**src/rtl/mac_pins_defines.vh**
```
// constants for the ethernet mac media port pin logic
// assumes a 100 MHz system clock; link clocks arrive as sampled inputs
// Overview of operation
// - port 0 transmit bus is eight bits; mii uses low four only
// - port 0 launches on incoming tx clock (mii) or own gigabit clock
// - transmit enable rises with first preamble and holds to frame end
// - transmit error with enable sends an invalid symbol in the frame
// - ten-bit mode: enable and error pins become code bits 8 and 9
// - gmii and ten-bit modes drive a 50 MHz gigabit transmit clock out, half the system clock
// - link indicator is low when the link is up, else high
// - activity indicator is low while transmit enable, or carrier (port 0) or receive valid (port 1), is high, else high
// - port 1 samples four-bit receive data on rising receive clock edge
// - receive error without valid, with receive data 0xe, is decoded as false carrier
// - port 1 launches four-bit transmit data on rising tx clock edge
`ifndef MAC_PINS_DEFINES_VH
`define MAC_PINS_DEFINES_VH
`define MODE_MII 2'h0
`define MODE_GMII 2'h1
`define MODE_TBI 2'h2
`define SYS_PERIOD_PS 10000
`define GTX_FREQ_MHZ 125
`define GTX_HALF_PS (500000 / `GTX_FREQ_MHZ)
`define GTX_HALF_CYC (((`GTX_HALF_PS / `SYS_PERIOD_PS) > 0) ? (`GTX_HALF_PS / `SYS_PERIOD_PS) : 1)
`define FALSE_CARRIER_CODE 4'he
`endif

```
**src/rtl/pin_sync.v**
```verilog
// two-flop synchroniser with rising-edge detect for a group of pins
// assumes inputs are asynchronous to clk_i
`timescale 1ns/10ps
`default_nettype none
module pin_sync #(
  parameter W = 1
) (
  input wire clk_i,
  input wire rst_n_i,
  input wire [W-1:0] async_i,
  output wire [W-1:0] level_o,
  output wire [W-1:0] rise_o
);
  reg [W-1:0] meta_reg;
  reg [W-1:0] sync_reg;
  reg [W-1:0] prev_reg;
  // meta_reg feeds sync_reg only
  always @(posedge clk_i or negedge rst_n_i) begin
    if (!rst_n_i) begin
      meta_reg <= {W{1'b0}};
      sync_reg <= {W{1'b0}};
      prev_reg <= {W{1'b0}};
    end else begin
      meta_reg <= async_i;
      sync_reg <= meta_reg;
      prev_reg <= sync_reg;
    end
  end
  assign level_o = sync_reg;
  assign rise_o = sync_reg & ~prev_reg;
endmodule // pin_sync
`default_nettype wire

```
**src/rtl/mac_media_pins.v**
```verilog
// media port pin logic for two mac ports: port 0 mii/gmii/ten-bit, port 1 mii
// assumes a user transmit stream per port and link status from management logic
`timescale 1ns/10ps
`default_nettype none
`include "mac_pins_defines.vh"
module mac_media_pins (
  input wire sys_clk_i,
  input wire rst_n_i,
  input wire [1:0] port0_mode_i,
  input wire port0_link_up_i,
  input wire port1_link_up_i,
  input wire port0_carrier_sense_i,
  input wire port0_collision_i,
  input wire port0_tx_clock_in_i,
  input wire port0_tx_valid_i,
  input wire [9:0] port0_tx_data_i,
  input wire port0_tx_err_i,
  output reg port0_tx_taken_o,
  output reg [7:0] port0_tx_bus_o,
  output reg port0_tx_enable_o,
  output reg port0_tx_error_o,
  output reg port0_gigabit_tx_clock_out_o,
  output reg port0_carrier_o,
  output reg port0_collision_o,
  output reg port0_link_indicator_n_o,
  output reg port0_activity_indicator_n_o,
  input wire port1_carrier_sense_i,
  input wire port1_collision_i,
  input wire port1_tx_clock_in_i,
  input wire port1_rx_clock_in_i,
  input wire [3:0] port1_rx_bus_i,
  input wire port1_rx_valid_i,
  input wire port1_rx_error_i,
  input wire port1_tx_valid_i,
  input wire [7:0] port1_tx_data_i,
  input wire port1_tx_err_i,
  output reg port1_tx_taken_o,
  output reg [3:0] port1_tx_bus_o,
  output reg port1_tx_enable_o,
  output reg port1_tx_error_o,
  output reg [7:0] port1_rx_byte_o,
  output reg port1_rx_byte_valid_o,
  output reg port1_rx_byte_error_o,
  output reg port1_false_carrier_o,
  output reg port1_carrier_o,
  output reg port1_collision_o,
  output reg port1_link_indicator_n_o,
  output reg port1_activity_indicator_n_o
);
  wire [2:0] p0_lvl;
  wire [2:0] p0_rise;
  wire [9:0] p1_lvl;
  wire [9:0] p1_rise;
  reg [3:0] p0_hi_reg;
  reg p0_half_reg;
  reg [3:0] p1_hi_reg;
  reg p1_half_reg;
  reg [5:0] p1_rx_prev_reg;
  reg [3:0] p1_rx_lo_reg;
  reg p1_rx_half_reg;
  reg p1_rx_err_reg;
  reg [2:0] gtx_cnt_reg;
  wire p0_gig;
  wire gtx_tick;
  wire p0_tick;
  wire p1_tx_tick;
  wire p1_rx_tick;
  wire [3:0] p1_rxd;
  wire p1_rxdv;
  wire p1_rxer;
  // half period of the gigabit clock in system cycles, cut to the counter width on purpose
  localparam [31:0] GTX_HALF = `GTX_HALF_CYC;
  localparam [2:0] GTX_LAST = GTX_HALF[2:0] - 3'h1;

  // bits: 0 carrier, 1 collision, 2 tx clock
  pin_sync #(.W(3)) sync_p0 (
    .clk_i(sys_clk_i),
    .rst_n_i(rst_n_i),
    .async_i({port0_tx_clock_in_i, port0_collision_i, port0_carrier_sense_i}),
    .level_o(p0_lvl),
    .rise_o(p0_rise)
  );
  // bits: 0 carrier, 1 collision, 2 tx clk, 3 rx clk, 4 rx err, 5 rx valid, 9:6 rx data
  pin_sync #(.W(10)) sync_p1 (
    .clk_i(sys_clk_i),
    .rst_n_i(rst_n_i),
    .async_i({port1_rx_bus_i, port1_rx_valid_i, port1_rx_error_i, port1_rx_clock_in_i,
      port1_tx_clock_in_i, port1_collision_i, port1_carrier_sense_i}),
    .level_o(p1_lvl),
    .rise_o(p1_rise)
  );

  assign p0_gig = (port0_mode_i != `MODE_MII);
  // the gigabit clock comes from a divider of the system clock, so its rate is
  // bounded by the system clock; a real gigabit port needs a dedicated 125 MHz source
  assign gtx_tick = p0_gig && !port0_gigabit_tx_clock_out_o && (gtx_cnt_reg == 3'h0);
  assign p0_tick = p0_gig ? gtx_tick : p0_rise[2];
  assign p1_tx_tick = p1_rise[2];
  assign p1_rx_tick = p1_rise[3];
  // data sampled one step before the detected edge, i.e. still stable from before the edge
  assign p1_rxd = p1_rx_prev_reg[5:2];
  assign p1_rxdv = p1_rx_prev_reg[1];
  assign p1_rxer = p1_rx_prev_reg[0];

  always @(posedge sys_clk_i or negedge rst_n_i) begin
    if (!rst_n_i) begin
      gtx_cnt_reg <= 3'h0;
      port0_gigabit_tx_clock_out_o <= 1'b0;
    end else if (!p0_gig) begin
      gtx_cnt_reg <= 3'h0;
      port0_gigabit_tx_clock_out_o <= 1'b0;
    end else if (gtx_cnt_reg == GTX_LAST) begin
      gtx_cnt_reg <= 3'h0;
      port0_gigabit_tx_clock_out_o <= ~port0_gigabit_tx_clock_out_o;
    end else begin
      gtx_cnt_reg <= gtx_cnt_reg + 3'h1;
    end
  end

  // port 0 transmit; user holds valid and data until taken pulses
  always @(posedge sys_clk_i or negedge rst_n_i) begin
    if (!rst_n_i) begin
      port0_tx_bus_o <= 8'h00;
      port0_tx_enable_o <= 1'b0;
      port0_tx_error_o <= 1'b0;
      port0_tx_taken_o <= 1'b0;
      p0_hi_reg <= 4'h0;
      p0_half_reg <= 1'b0;
    end else begin
      port0_tx_taken_o <= 1'b0;
      if (p0_tick) begin
        case (port0_mode_i)
          `MODE_MII: begin
            if (p0_half_reg) begin
              port0_tx_bus_o <= {4'h0, p0_hi_reg};
              p0_half_reg <= 1'b0;
            end else if (port0_tx_valid_i) begin
              port0_tx_bus_o <= {4'h0, port0_tx_data_i[3:0]};
              p0_hi_reg <= port0_tx_data_i[7:4];
              p0_half_reg <= 1'b1;
              port0_tx_enable_o <= 1'b1;
              port0_tx_error_o <= port0_tx_err_i;
              port0_tx_taken_o <= 1'b1;
            end else begin
              port0_tx_bus_o <= 8'h00;
              port0_tx_enable_o <= 1'b0;
              port0_tx_error_o <= 1'b0;
            end
          end
          `MODE_GMII: begin
            p0_half_reg <= 1'b0;
            port0_tx_bus_o <= port0_tx_valid_i ? port0_tx_data_i[7:0] : 8'h00;
            port0_tx_enable_o <= port0_tx_valid_i;
            port0_tx_error_o <= port0_tx_valid_i & port0_tx_err_i;
            port0_tx_taken_o <= port0_tx_valid_i;
          end
          `MODE_TBI: begin
            p0_half_reg <= 1'b0;
            if (port0_tx_valid_i) begin
              {port0_tx_error_o, port0_tx_enable_o, port0_tx_bus_o} <= port0_tx_data_i;
              port0_tx_taken_o <= 1'b1;
            end
          end
          default: begin
            p0_half_reg <= 1'b0;
            port0_tx_bus_o <= 8'h00;
            port0_tx_enable_o <= 1'b0;
            port0_tx_error_o <= 1'b0;
          end
        endcase
      end
    end
  end

  // port 1 transmit, nibbles low first
  always @(posedge sys_clk_i or negedge rst_n_i) begin
    if (!rst_n_i) begin
      port1_tx_bus_o <= 4'h0;
      port1_tx_enable_o <= 1'b0;
      port1_tx_error_o <= 1'b0;
      port1_tx_taken_o <= 1'b0;
      p1_hi_reg <= 4'h0;
      p1_half_reg <= 1'b0;
    end else begin
      port1_tx_taken_o <= 1'b0;
      if (p1_tx_tick) begin
        if (p1_half_reg) begin
          port1_tx_bus_o <= p1_hi_reg;
          p1_half_reg <= 1'b0;
        end else if (port1_tx_valid_i) begin
          port1_tx_bus_o <= port1_tx_data_i[3:0];
          p1_hi_reg <= port1_tx_data_i[7:4];
          p1_half_reg <= 1'b1;
          port1_tx_enable_o <= 1'b1;
          port1_tx_error_o <= port1_tx_err_i;
          port1_tx_taken_o <= 1'b1;
        end else begin
          port1_tx_bus_o <= 4'h0;
          port1_tx_enable_o <= 1'b0;
          port1_tx_error_o <= 1'b0;
        end
      end
    end
  end

  // port 1 receive
  always @(posedge sys_clk_i or negedge rst_n_i) begin
    if (!rst_n_i) begin
      p1_rx_prev_reg <= 6'h00;
      p1_rx_lo_reg <= 4'h0;
      p1_rx_half_reg <= 1'b0;
      p1_rx_err_reg <= 1'b0;
      port1_rx_byte_o <= 8'h00;
      port1_rx_byte_valid_o <= 1'b0;
      port1_rx_byte_error_o <= 1'b0;
      port1_false_carrier_o <= 1'b0;
    end else begin
      p1_rx_prev_reg <= {p1_lvl[9:6], p1_lvl[5], p1_lvl[4]};
      port1_rx_byte_valid_o <= 1'b0;
      port1_false_carrier_o <= 1'b0;
      if (p1_rx_tick) begin
        if (p1_rxdv) begin
          if (!p1_rx_half_reg) begin
            p1_rx_lo_reg <= p1_rxd;
            p1_rx_err_reg <= p1_rxer;
            p1_rx_half_reg <= 1'b1;
          end else begin
            port1_rx_byte_o <= {p1_rxd, p1_rx_lo_reg};
            port1_rx_byte_valid_o <= 1'b1;
            port1_rx_byte_error_o <= p1_rx_err_reg | p1_rxer;
            p1_rx_half_reg <= 1'b0;
          end
        end else begin
          p1_rx_half_reg <= 1'b0;
          port1_false_carrier_o <= p1_rxer && (p1_rxd == `FALSE_CARRIER_CODE);
        end
      end
    end
  end

  // status and indicators
  always @(posedge sys_clk_i or negedge rst_n_i) begin
    if (!rst_n_i) begin
      port0_carrier_o <= 1'b0;
      port0_collision_o <= 1'b0;
      port1_carrier_o <= 1'b0;
      port1_collision_o <= 1'b0;
      port0_link_indicator_n_o <= 1'b1;
      port1_link_indicator_n_o <= 1'b1;
      port0_activity_indicator_n_o <= 1'b1;
      port1_activity_indicator_n_o <= 1'b1;
    end else begin
      port0_carrier_o <= p0_lvl[0];
      port0_collision_o <= p0_lvl[1] & port0_tx_enable_o & ~p0_gig;
      port1_carrier_o <= p1_lvl[0];
      port1_collision_o <= p1_lvl[1] & port1_tx_enable_o;
      port0_link_indicator_n_o <= ~port0_link_up_i;
      port1_link_indicator_n_o <= ~port1_link_up_i;
      port0_activity_indicator_n_o <= ~(port0_tx_enable_o | p0_lvl[0]);
      port1_activity_indicator_n_o <= ~(port1_tx_enable_o | p1_rxdv);
    end
  end
endmodule // mac_media_pins
`default_nettype wire

```
**config.mk**
```make
export PLATFORM = sky130hd
export DESIGN_NAME = mac_media_pins
export DESIGN_NICKNAME = d
export VERILOG_FILES = /design/src/rtl/pin_sync.v /design/src/rtl/mac_media_pins.v
export VERILOG_INCLUDE_DIRS = /design/src /design/src/rtl
export SDC_FILE = /design/constraint.sdc
export NUM_CORES = 1
export LEC_CHECK = 0
export BUFFER_PORTS_ARGS = -buffer_cell sky130_fd_sc_hd__buf_4
export CAP_MARGIN = 20
export CORE_ASPECT_RATIO = 0.7
export CORE_MARGIN = 2
export CORE_UTILIZATION = 35
export CTS_CLUSTER_DIAMETER = 120
export DETAILED_ROUTE_END_ITERATION = 8
export GPL_TIMING_DRIVEN = 1
export HOLD_SLACK_MARGIN = 0.1
export REMOVE_ABC_BUFFERS = 1
export SLEW_MARGIN = 25
export SYNTH_ARGS = -nofsm -noshare
export SYNTH_HDL_FRONTEND = slang
export SYNTH_SLANG_ARGS = --single-unit
```
**constraint.sdc**
```tcl
create_clock -name sys_clk_i -period 3.6 [get_ports sys_clk_i]
set_input_delay 0.72 -clock sys_clk_i [delete_from_list [all_inputs] [get_ports sys_clk_i]]
set_output_delay 0.72 -clock sys_clk_i [all_outputs]
set_load 0.03 [all_outputs]
```
==> results.toml, run 1 <==
[setup_path]
cp.required_ps = 3830
setup.worst_path.start_class = "primary input"
max_stage_delay_ps = 380
worstPathMaxFanout = 10
endpoint = "port0_tx_bus_o[4]$_DFFE_PN0P_"
crit_path_cell_trace = "buf_4, inv_1, ha_1, nand3b_2, a21bo_1, nand2_4, a21o_1"
reg2reg_depth = 6
crit_path_top_delay_cell = "a21bo_1"
rr_startpoint = "gtx_cnt_reg[0]$_DFF_PN0_"
critPathCaptureType = "flop"
r2r_slack_ps = 1990
path_class = "primary input to flop"
cp_data_arrival_time_ps = 2120
r2r_end = "port0_tx_bus_o[4]$_DFFE_PN0P_"
cp-startpoint = "port0_mode_i[1]"

[finish]
final_cell_mix = "dfrtp_1 (88), buf_4 (80), mux2_2 (17), nand2_1 (14)"
syn_to_final_growth_pct = 32.2
antenna_cells = 0
multi_input_area_sq_um = 955
drive_gt1_frac = 0.413
layout_commonest_cell = "dfrtp_1"
regArea_sq_mm = 0.00231
layout.nets = 361
nFillCells = 828
stdcell_area_sq_mm = 0.00439

[synth]
synth_top_area_cell = "dfrtp_1"
syn_avg_cell_area_sq_um = 14.8
synth_cell_types = 40
syn_inst = 225
syn-cell-area_sq_mm = 0.00332
synth_ff_type = "dfrtp_1"
netlist.area_leader.share = 0.663
synth-edff-count = 0
synth_seq_area_share = 0.694
synth.top_cells.by_area = "dfrtp_1 (66%), mux2_2 (5.8%), dfstp_2 (3.2%), ha_1 (3.0%), nand2_1 (1.6%)"
async_flop_share = 1.00
yosys_warnings = 0
ys_seq_elements = 92

[cts]
cts_inserted_buffers = 9
clk-insertion-delay-late_ps = 330
cts_tree = "yes"
cts_hold_buf = 0
cts-resized-gates = 0
cts.sinks = 92
post-cts-setup-buffer-count = 0
clkTransAtPathRegs_ps = 60
htree_levels = 3
cts_root_buf = "clkbuf_16"
clockBufferDepth = 2

[drt]
wl_per_cell_um = 13.4
routed_wl_um = 5920
via_per_inst = 4.61
drc = 0
firstDrtPassIters = 4
drt_iter0_drc = 107
vias = 2031
postRouteAntennaNets = 0

[die]
rows = 29
initial_core_util = 0.363
die_w_um = 120
dieArea_sq_mm = 0.0103
ios = 79
coreArea_sq_mm = 0.00914
die_h_um = 85.5

[global_routing]
antenna_found_initial = 0
grt_pass1_wl_um = 9960
grt_overflow_total = 0
grt.total_usage = 0.127
grt_max_degree = 34
grt_pass1_vias = 1977

[sta]
rsz0062_at_grt = "no"
max_freq_mhz = 529
tns_ps = 0
relSlewSlack = 0.674
slew_viol_final = 0
setup_viol = 0
hold_viol = 0
final.min_clock_period_ps = 1890
worstMarginPinSlew_ps = 488
finalCritPeriodShare = 0.525
finClkSkew_ps = 4.57

[power_and_ir_drop]
ir_drop_mv = 0.300
leakagePower_nw = 2.13
p_per_area_mw_per_mm2 = 638

[status]
status = "finished, final reports clean"

[worst_hold_path]
hold_path.class = "primary input to asynchronous set/reset pin"

[place]
dpl.hpwl_um = 4340
io_buffers = 78
dpl_cell_area_sq_mm = 0.00406
gp_congestion = 0.730

[run]
drv_cap = 0
Yosys cell counts, types with 2 or more instances:
library cell and n:
clkbuf_1 2, o21ai_0 10, nor2_1 9, nor3b_4 2
a22oi_1 3, mux2_2 17, nor2b_2 3, and4_1 4
o2bb2ai_1 6, a32oi_1 4, dfrtp_1 88, nor3_1 3
dfstp_2 4, inv_1 10, mux2_1 4, nand2b_1 2
nand2_1 14, a21o_1 6, nand3_1 2, mux2i_1 2
a21oi_1 3, ha_1 8, nand3b_2 2
kinds of logic after synthesis:
family	count (synthesis)	synth area share
adder cells (fa/ha/maj)	8	0.0301
flip-flops	92	0.694
AO/OA/AOI/OAI	35	0.0738
multiplexers	23	0.0772
AND/OR/NAND/NOR	53	0.106
buffers and inverters	14	0.0184
layout make-up:
cell class	instances	share of cell area
timing repair buffer	80	0.137
tap	124	0.0353
sequential	92	0.525
clock buffer	11	0.0575
inverter	10	0.00855
clock inverter	5	0.0191
multi-input combinational	119	0.217
per-layer routing:
metal / share of wire / global-route usage
met1: 0.48 / 0.180
met2: 0.41 / 0.166
met3: 0.092 / 0.0572
met4: 0.018 / 0.0539
met5: 0 / 0
power breakdown:
group / switching [W] / leakage [nW] / internal [W] / total [W]
clock: 0.000374 / 0.158 / 0.000647 / 0.00102
sequential: 0.0000814 / 1.13 / 0.00118 / 0.00126
combinational: 0.000292 / 0.851 / 0.000227 / 0.000520
through the flow:
| step | setup slack (ps) | power, W | hold WS, ps | instances | utilization |
|---|---|---|---|---|---|
| floorplan | 1700 | 0.00157 | 331 | 221 | - |
| global placement | 1440 | 0.00180 | 332 | 425 | 0.443 |
| detailed placement | 1340 | 0.00181 | 335 | 425 | 0.443 |
| CTS | 1710 | 0.00286 | 288 | 441 | 0.480 |
| global route | 1600 | 0.00295 | 301 | 441 | 0.480 |
| finish | 1710 | 0.00280 | 294 | 441 | 0.480 |
how the worst min path moves through the flow:
stage / startpoint / to
final: rst_n_i / port0_tx_bus_o[4]$_DFFE_PN0P_
after global routing: rst_n_i / port0_tx_bus_o[7]$_DFFE_PN0P_
after CTS: rst_n_i / port0_tx_bus_o[4]$_DFFE_PN0P_
after detailed placement: sync_p1.level_o[7]$_DFF_PN0_ / p1_rx_prev_reg[3]$_DFF_PN0_
after global placement: sync_p1.meta_reg[0]$_DFF_PN0_ / sync_p1.level_o[0]$_DFF_PN0_
after floorplan: sync_p1.level_o[4]$_DFF_PN0_ / p1_rx_prev_reg[0]$_DFF_PN0_
critical path: cells and delay by family:
family / cells / cell delay [ps]
buffers and inverters: 2 / 220
AOI/OAI and AO/OA: 2 / 580
adders and majority gates: 1 / 300
and+or+nand+nor: 2 / 280
Note: power is estimated with default switching activity, not from simulation.
==> run 2: changes to the inputs <==
Clock period 3.6 ns to 1.55 ns, I/O delays scaled along.
==> results.toml, run 2 (synthesized netlist as in run 1, its figures left out) <==
[status]
status = "finished, final reports clean"

[place]
gp_congestion = 0.772
dpl.hpwl_um = 4500
io_buffers = 78
dp_cells = 437

[cts]
cts_inserted_buffers = 9
cts_root_buf = "clkbuf_16"
cts.sinks = 92
htree_levels = 3
clk-insertion-delay-late_ps = 340
cts_tree = "yes"
clockBufferDepth = 2
clkTransAtPathRegs_ps = 70

[drt]
wl_per_cell_um = 13.4
via_per_inst = 4.45
routed_wl_um = 6310
firstDrtPassIters = 4
drc = 0
postRouteAntennaNets = 0
drt_iter0_drc = 93
vias = 2090

[die]
die_w_um = 120
rows = 29
ios = 79
initial_core_util = 0.363
coreArea_sq_mm = 0.00914
die_h_um = 85.5
dieArea_sq_mm = 0.0103

[setup_path]
reg2reg_depth = 6
r2r_slack_ps = 60
cp.required_ps = 1780
cp_data_arrival_time_ps = 1720
path_class = "flop to flop"
worstPathMaxFanout = 8
critPathCaptureType = "flop"
r2r_end = "port0_tx_bus_o[7]$_DFFE_PN0P_"
rr_startpoint = "gtx_cnt_reg[0]$_DFF_PN0_"
setup.worst_path.start_class = "flop"

[finish]
nFillCells = 818
regArea_sq_mm = 0.00231
final_cell_mix = "buf_4 (91), dfrtp_1 (88), mux2_2 (17), dlygate4sd3_1 (16), nand2_1 (14)"
instances_no_fill = 470
antenna_cells = 0
syn_to_final_growth_pct = 39.0
layout_commonest_cell = "buf_4"
multi_input_area_sq_um = 961
drive_gt1_frac = 0.416
layout.nets = 390

[worst_hold_path]
hp-start = "port1_tx_data_i[4]"
hold_path.class = "primary input to flop"
hold_depth = 2
min_to = "p1_hi_reg[0]$_DFFE_PN0P_"

[global_routing]
grt_pass1_wl_um = 10200
grt.total_usage = 0.130
grt_pass1_vias = 2093
grt_overflow_total = 0
grt_max_degree = 52
antenna_found_initial = 0

[sta]
worstMarginPinSlew_ps = 353
slew_viol_final = 0
final.min_clock_period_ps = 1490
setup_viol = 0
finalCritPeriodShare = 0.959
rsz0062_at_grt = "no"
relSlewSlack = 0.764
hold_viol = 0
max_freq_mhz = 673
finClkSkew_ps = 5.51

[power_and_ir_drop]
p_int_w = 0.00443
sw_frac_of_total = 0.289
p_sw_w = 0.00180
seqPwrFrac = 0.471
pwr-share-comb = 0.207
p_per_area_mw_per_mm2 = 1350
ir_drop_mv = 0.758
power_w = 0.00623
p_clk_frac = 0.322
leakagePower_nw = 2.25

[run]
drv_cap = 0
run 2: cell types whose count changed in the layout (fill, tap and decap cells not counted), sizes merged:
cell,previous run,this run
clkinvlp,2,1
clkbuf,11,10
clkinv,1,3
inv,10,12
buf,80,93
dlygate4sd3,0,16
bufinv,2,0
run 2: worst max path at each step:
stage          slack [ps]  cells past startpoint                       endpoint                startpoint
2_1_floorplan          60                      5       p0_hi_reg[0]$_DFFE_PN0P_           port0_mode_i[0]
3_3_place_gp         -140                      7  port0_tx_bus_o[7]$_DFFE_PN0P_           port0_mode_i[0]
3_5_place_dp         -240                      7  port0_tx_bus_o[7]$_DFFE_PN0P_           port0_mode_i[0]
4_1_cts                30                      6  port0_tx_bus_o[7]$_DFFE_PN0P_  gtx_cnt_reg[0]$_DFF_PN0_
5_1_grt               0.8                      6  port0_tx_bus_o[7]$_DFFE_PN0P_  gtx_cnt_reg[0]$_DFF_PN0_
6_report               60                      6  port0_tx_bus_o[7]$_DFFE_PN0P_  gtx_cnt_reg[0]$_DFF_PN0_
run 2: repair_timing:
action | 4_1_cts | 5_1_grt
resized for setup | 1 | 1
pin swaps | 0 | 0
endpoints found under the setup margin | 1 | 3
hold endpoints to repair | 103 | 0
hold buffers | 16 | 0
setup buffers | 0 | 1
run 2: metrics by stage:
| step | instance area [sq um] | setup WS, ps | util | TNS [ps] | hold WS, ps |
|---|---|---|---|---|---|
| 6_report | 4620 | 63.3 | 0.505 | 0 | 207 |
| 5_1_grt | 4620 | 0.829 | 0.505 | 0 | 197 |
| 4_1_cts | 4610 | 29.5 | 0.504 | 0 | 191 |
| 3_5_place_dp | 4170 | -241 | 0.456 | -3270 | 313 |
| 3_3_place_gp | 4170 | -141 | 0.456 | -1870 | 310 |
| 2_1_floorplan | 3300 | 58.8 | - | 0 | 14.4 |
run 2: worst max-delay path, cell delays in order (launching register included):
cell and delay (ps):
dfrtp_1 360, inv_1 50, ha_1 200, nor2b_2 170
a21bo_4 250, and4_1 200, a21o_1 150
run 2: power by group through the flow:
stage | Sequential, W | Clock, W | Combinational (W)
6_report | 0.00293 | 0.00200 | 0.00129
5_1_grt | 0.00297 | 0.00218 | 0.00139
4_1_cts | 0.00294 | 0.00208 | 0.00130
3_5_place_dp | 0.00298 | 0 | 0.00127
3_3_place_gp | 0.00297 | 0 | 0.00125
2_1_floorplan | 0.00332 | 0 | 0.000337
run 2: area by class of cell:
cell class / instances / area share
repair buffers: 109 / 0.191
flip-flops and latches: 92 / 0.499
multi-input cells: 119 / 0.208
inverters: 10 / 0.00812
well taps: 124 / 0.0336
clock inverters: 6 / 0.0103
clock buffers: 10 / 0.0496
run 2: metal layers:
metal  GRT usage  share of wire
met4      0.0476          0.013
met3      0.0565          0.068
met1       0.180           0.50
met5           0              0
met2       0.182           0.42
==> run 3: changes to the inputs <==
Settings changed: SYNTH_HIERARCHICAL set to 1.
==> results.toml, run 3 <==
[cts]
cts.sinks = 92
clockBufferDepth = 2
clk-insertion-delay-late_ps = 330
htree_levels = 3
cts_root_buf = "clkbuf_16"
cts_inserted_buffers = 9
cts_tree = "yes"
clkTransAtPathRegs_ps = 60

[setup_path]
rr_startpoint = "gtx_cnt_reg[0]$_DFF_PN0_"
critPathCaptureType = "flop"
reg2reg_depth = 7
worstPathMaxFanout = 2
cp-startpoint = "gtx_cnt_reg[0]$_DFF_PN0_"
path_buf_inv = 2
setup.worst_path.start_class = "flop"
cp_data_arrival_time_ps = 2210
max_stage_delay_ps = 420
path_class = "flop to flop"
crit_path_cell_trace = "inv_2, ha_4, nand2b_4, or4_4, a222oi_1, buf_4, mux2_4"
r2r_slack_ps = -450
critPathTopFamily = "simple AND/OR/NAND/NOR gates"
r2r_end = "port0_tx_enable_o$_DFFE_PN0P_"
cp.required_ps = 1770
crit_path_top_delay_cell = "or4_4"

[global_routing]
use_met2 = 0.218
grt_pass1_vias = 2325
grt_pass1_wl_um = 11400
grt_max_degree = 27
busiest_layer = "met2"
grt_overflow_total = 0
gr-usage-met1 = 0.194
grt.total_usage = 0.144
antenna_found_initial = 0
grt_use_met3 = 0.0532

[sta]
finClkSkew_ps = 4.66
final.min_clock_period_ps = 2000
relSlewSlack = 0.761
worstMarginPinSlew_ps = 359
final.setup.worst_slack_ps = -447
hold_viol = 0
setup_viol = 15
max_freq_mhz = 501
rsz0062_at_grt = "yes"
slew_viol_final = 0
finalCritPeriodShare = 1.29

[place]
io_buffers = 78
gp_congestion = 0.756
dpl.hpwl_um = 4770
dp_cells = 460
dpl_cell_area_sq_mm = 0.00427

[die]
die_w_um = 121
ios = 79
die_h_um = 85.8
dieArea_sq_mm = 0.0104
coreArea_sq_mm = 0.00918
initial_core_util = 0.365
rows = 29

[drt]
postRouteAntennaNets = 0
firstDrtPassIters = 4
routed_wl_um = 6780
vias = 2244
drc = 0
drt_iter0_drc = 76
via_per_inst = 4.46
wl_per_cell_um = 13.5

[synth]
syn-cell-area_sq_mm = 0.00335
yosys_warnings = 6
syn_avg_cell_area_sq_um = 14.0
syn_inst = 240

[worst_hold_path]
hold_depth = 2
hold_path.class = "primary input to flop"
min_to = "p1_hi_reg[2]$_DFFE_PN0P_"
hp-start = "port1_tx_data_i[6]"

[finish]
antenna_cells = 0
multi_input_area_sq_mm = 0.00104
regArea_sq_mm = 0.00231
stdcell_area_sq_mm = 0.00490
layout_commonest_cell = "buf_4"
utilization = 0.533
syn_to_final_growth_pct = 46.2
layout.nets = 423
final_cell_mix = "buf_4 (103), dfrtp_1 (88), mux2_2 (21), nand2_1 (19), dlygate4sd3_1 (16)"
drive_gt1_frac = 0.456
instances_no_fill = 503
nFillCells = 806

[status]
status = "finished with violations"
violations = "negative setup slack"

[power_and_ir_drop]
p_per_area_mw_per_mm2 = 1310
ir_drop_mv = 0.845
leakagePower_nw = 2.38

[run]
drv_cap = 0
run 3: cell types whose count changed in the layout (fill, tap and decap cells not counted), moves of 6 or more:
cell	change
mux2_4	+6
buf_4	+12
o2bb2ai_1	-6
buf_6	+7
a21oi_1	+7
run 3: final cells by class:
cell class / instances / share of cell area
clock buffers: 11 / 0.0496
clock inverters: 5 / 0.00767
inverters: 16 / 0.0123
multi-input cells: 127 / 0.213
flip-flops and latches: 92 / 0.471
well taps: 124 / 0.0317
repair buffers: 128 / 0.215
run 3: how the worst max path moves through the flow:
stage                                    endpoint  slack, ps  cells after the start
finish              port0_tx_enable_o$_DFFE_PN0P_       -450                      7
global route         port0_tx_error_o$_DFFE_PN0P_       -510                      7
CTS                 port0_tx_enable_o$_DFFE_PN0P_       -410                      7
detailed placement   port0_tx_error_o$_DFFE_PN0P_       -580                      6
global placement    port0_tx_enable_o$_DFFE_PN0P_       -570                      6
floorplan           port0_tx_enable_o$_DFFE_PN0P_       -570                      5
run 3: where the power goes:
part | switching [W] | internal [W] | total, W
clock | 0.000871 | 0.00113 | 0.00200
sequential | 0.000201 | 0.00276 | 0.00296
combinational | 0.000762 | 0.000675 | 0.00144
total | 0.00183 | 0.00457 | 0.00640
run 3: what timing repair did:
action                                 CTS  global route
resized for setup                       14            14
hold buffers                            16             0
cloned                                   0             0
pin swaps                                5             7
setup endpoints to repair               10            19
buffers inserted                         7             6
endpoints found under the hold margin   33             0
run 3: worst register-to-register path, stage by stage, from the launching register on:
cell      delay (ps)
dfrtp_1          390
inv_2             80
ha_4             150
nand2b_4          50
or4_4            420
a222oi_1         310
buf_4            190
mux2_4           300
run 3: metrics by stage:
step	setup TNS, ps	hold WS, ps	power (W)	worst slack, ps
floorplan	-4750	14.4	0.00374	-567
global placement	-5990	242	0.00434	-567
detailed placement	-6540	247	0.00438	-583
CTS	-4650	200	0.00647	-414
global route	-5370	197	0.00674	-512
finish	-4530	214	0.00640	-447
run 3: metal layers:
layer  vias up  share of wire
met5         -              0
met4         0         0.0097
met3         5          0.056
met2        53           0.47
met1      1091           0.47
li1       1095              -
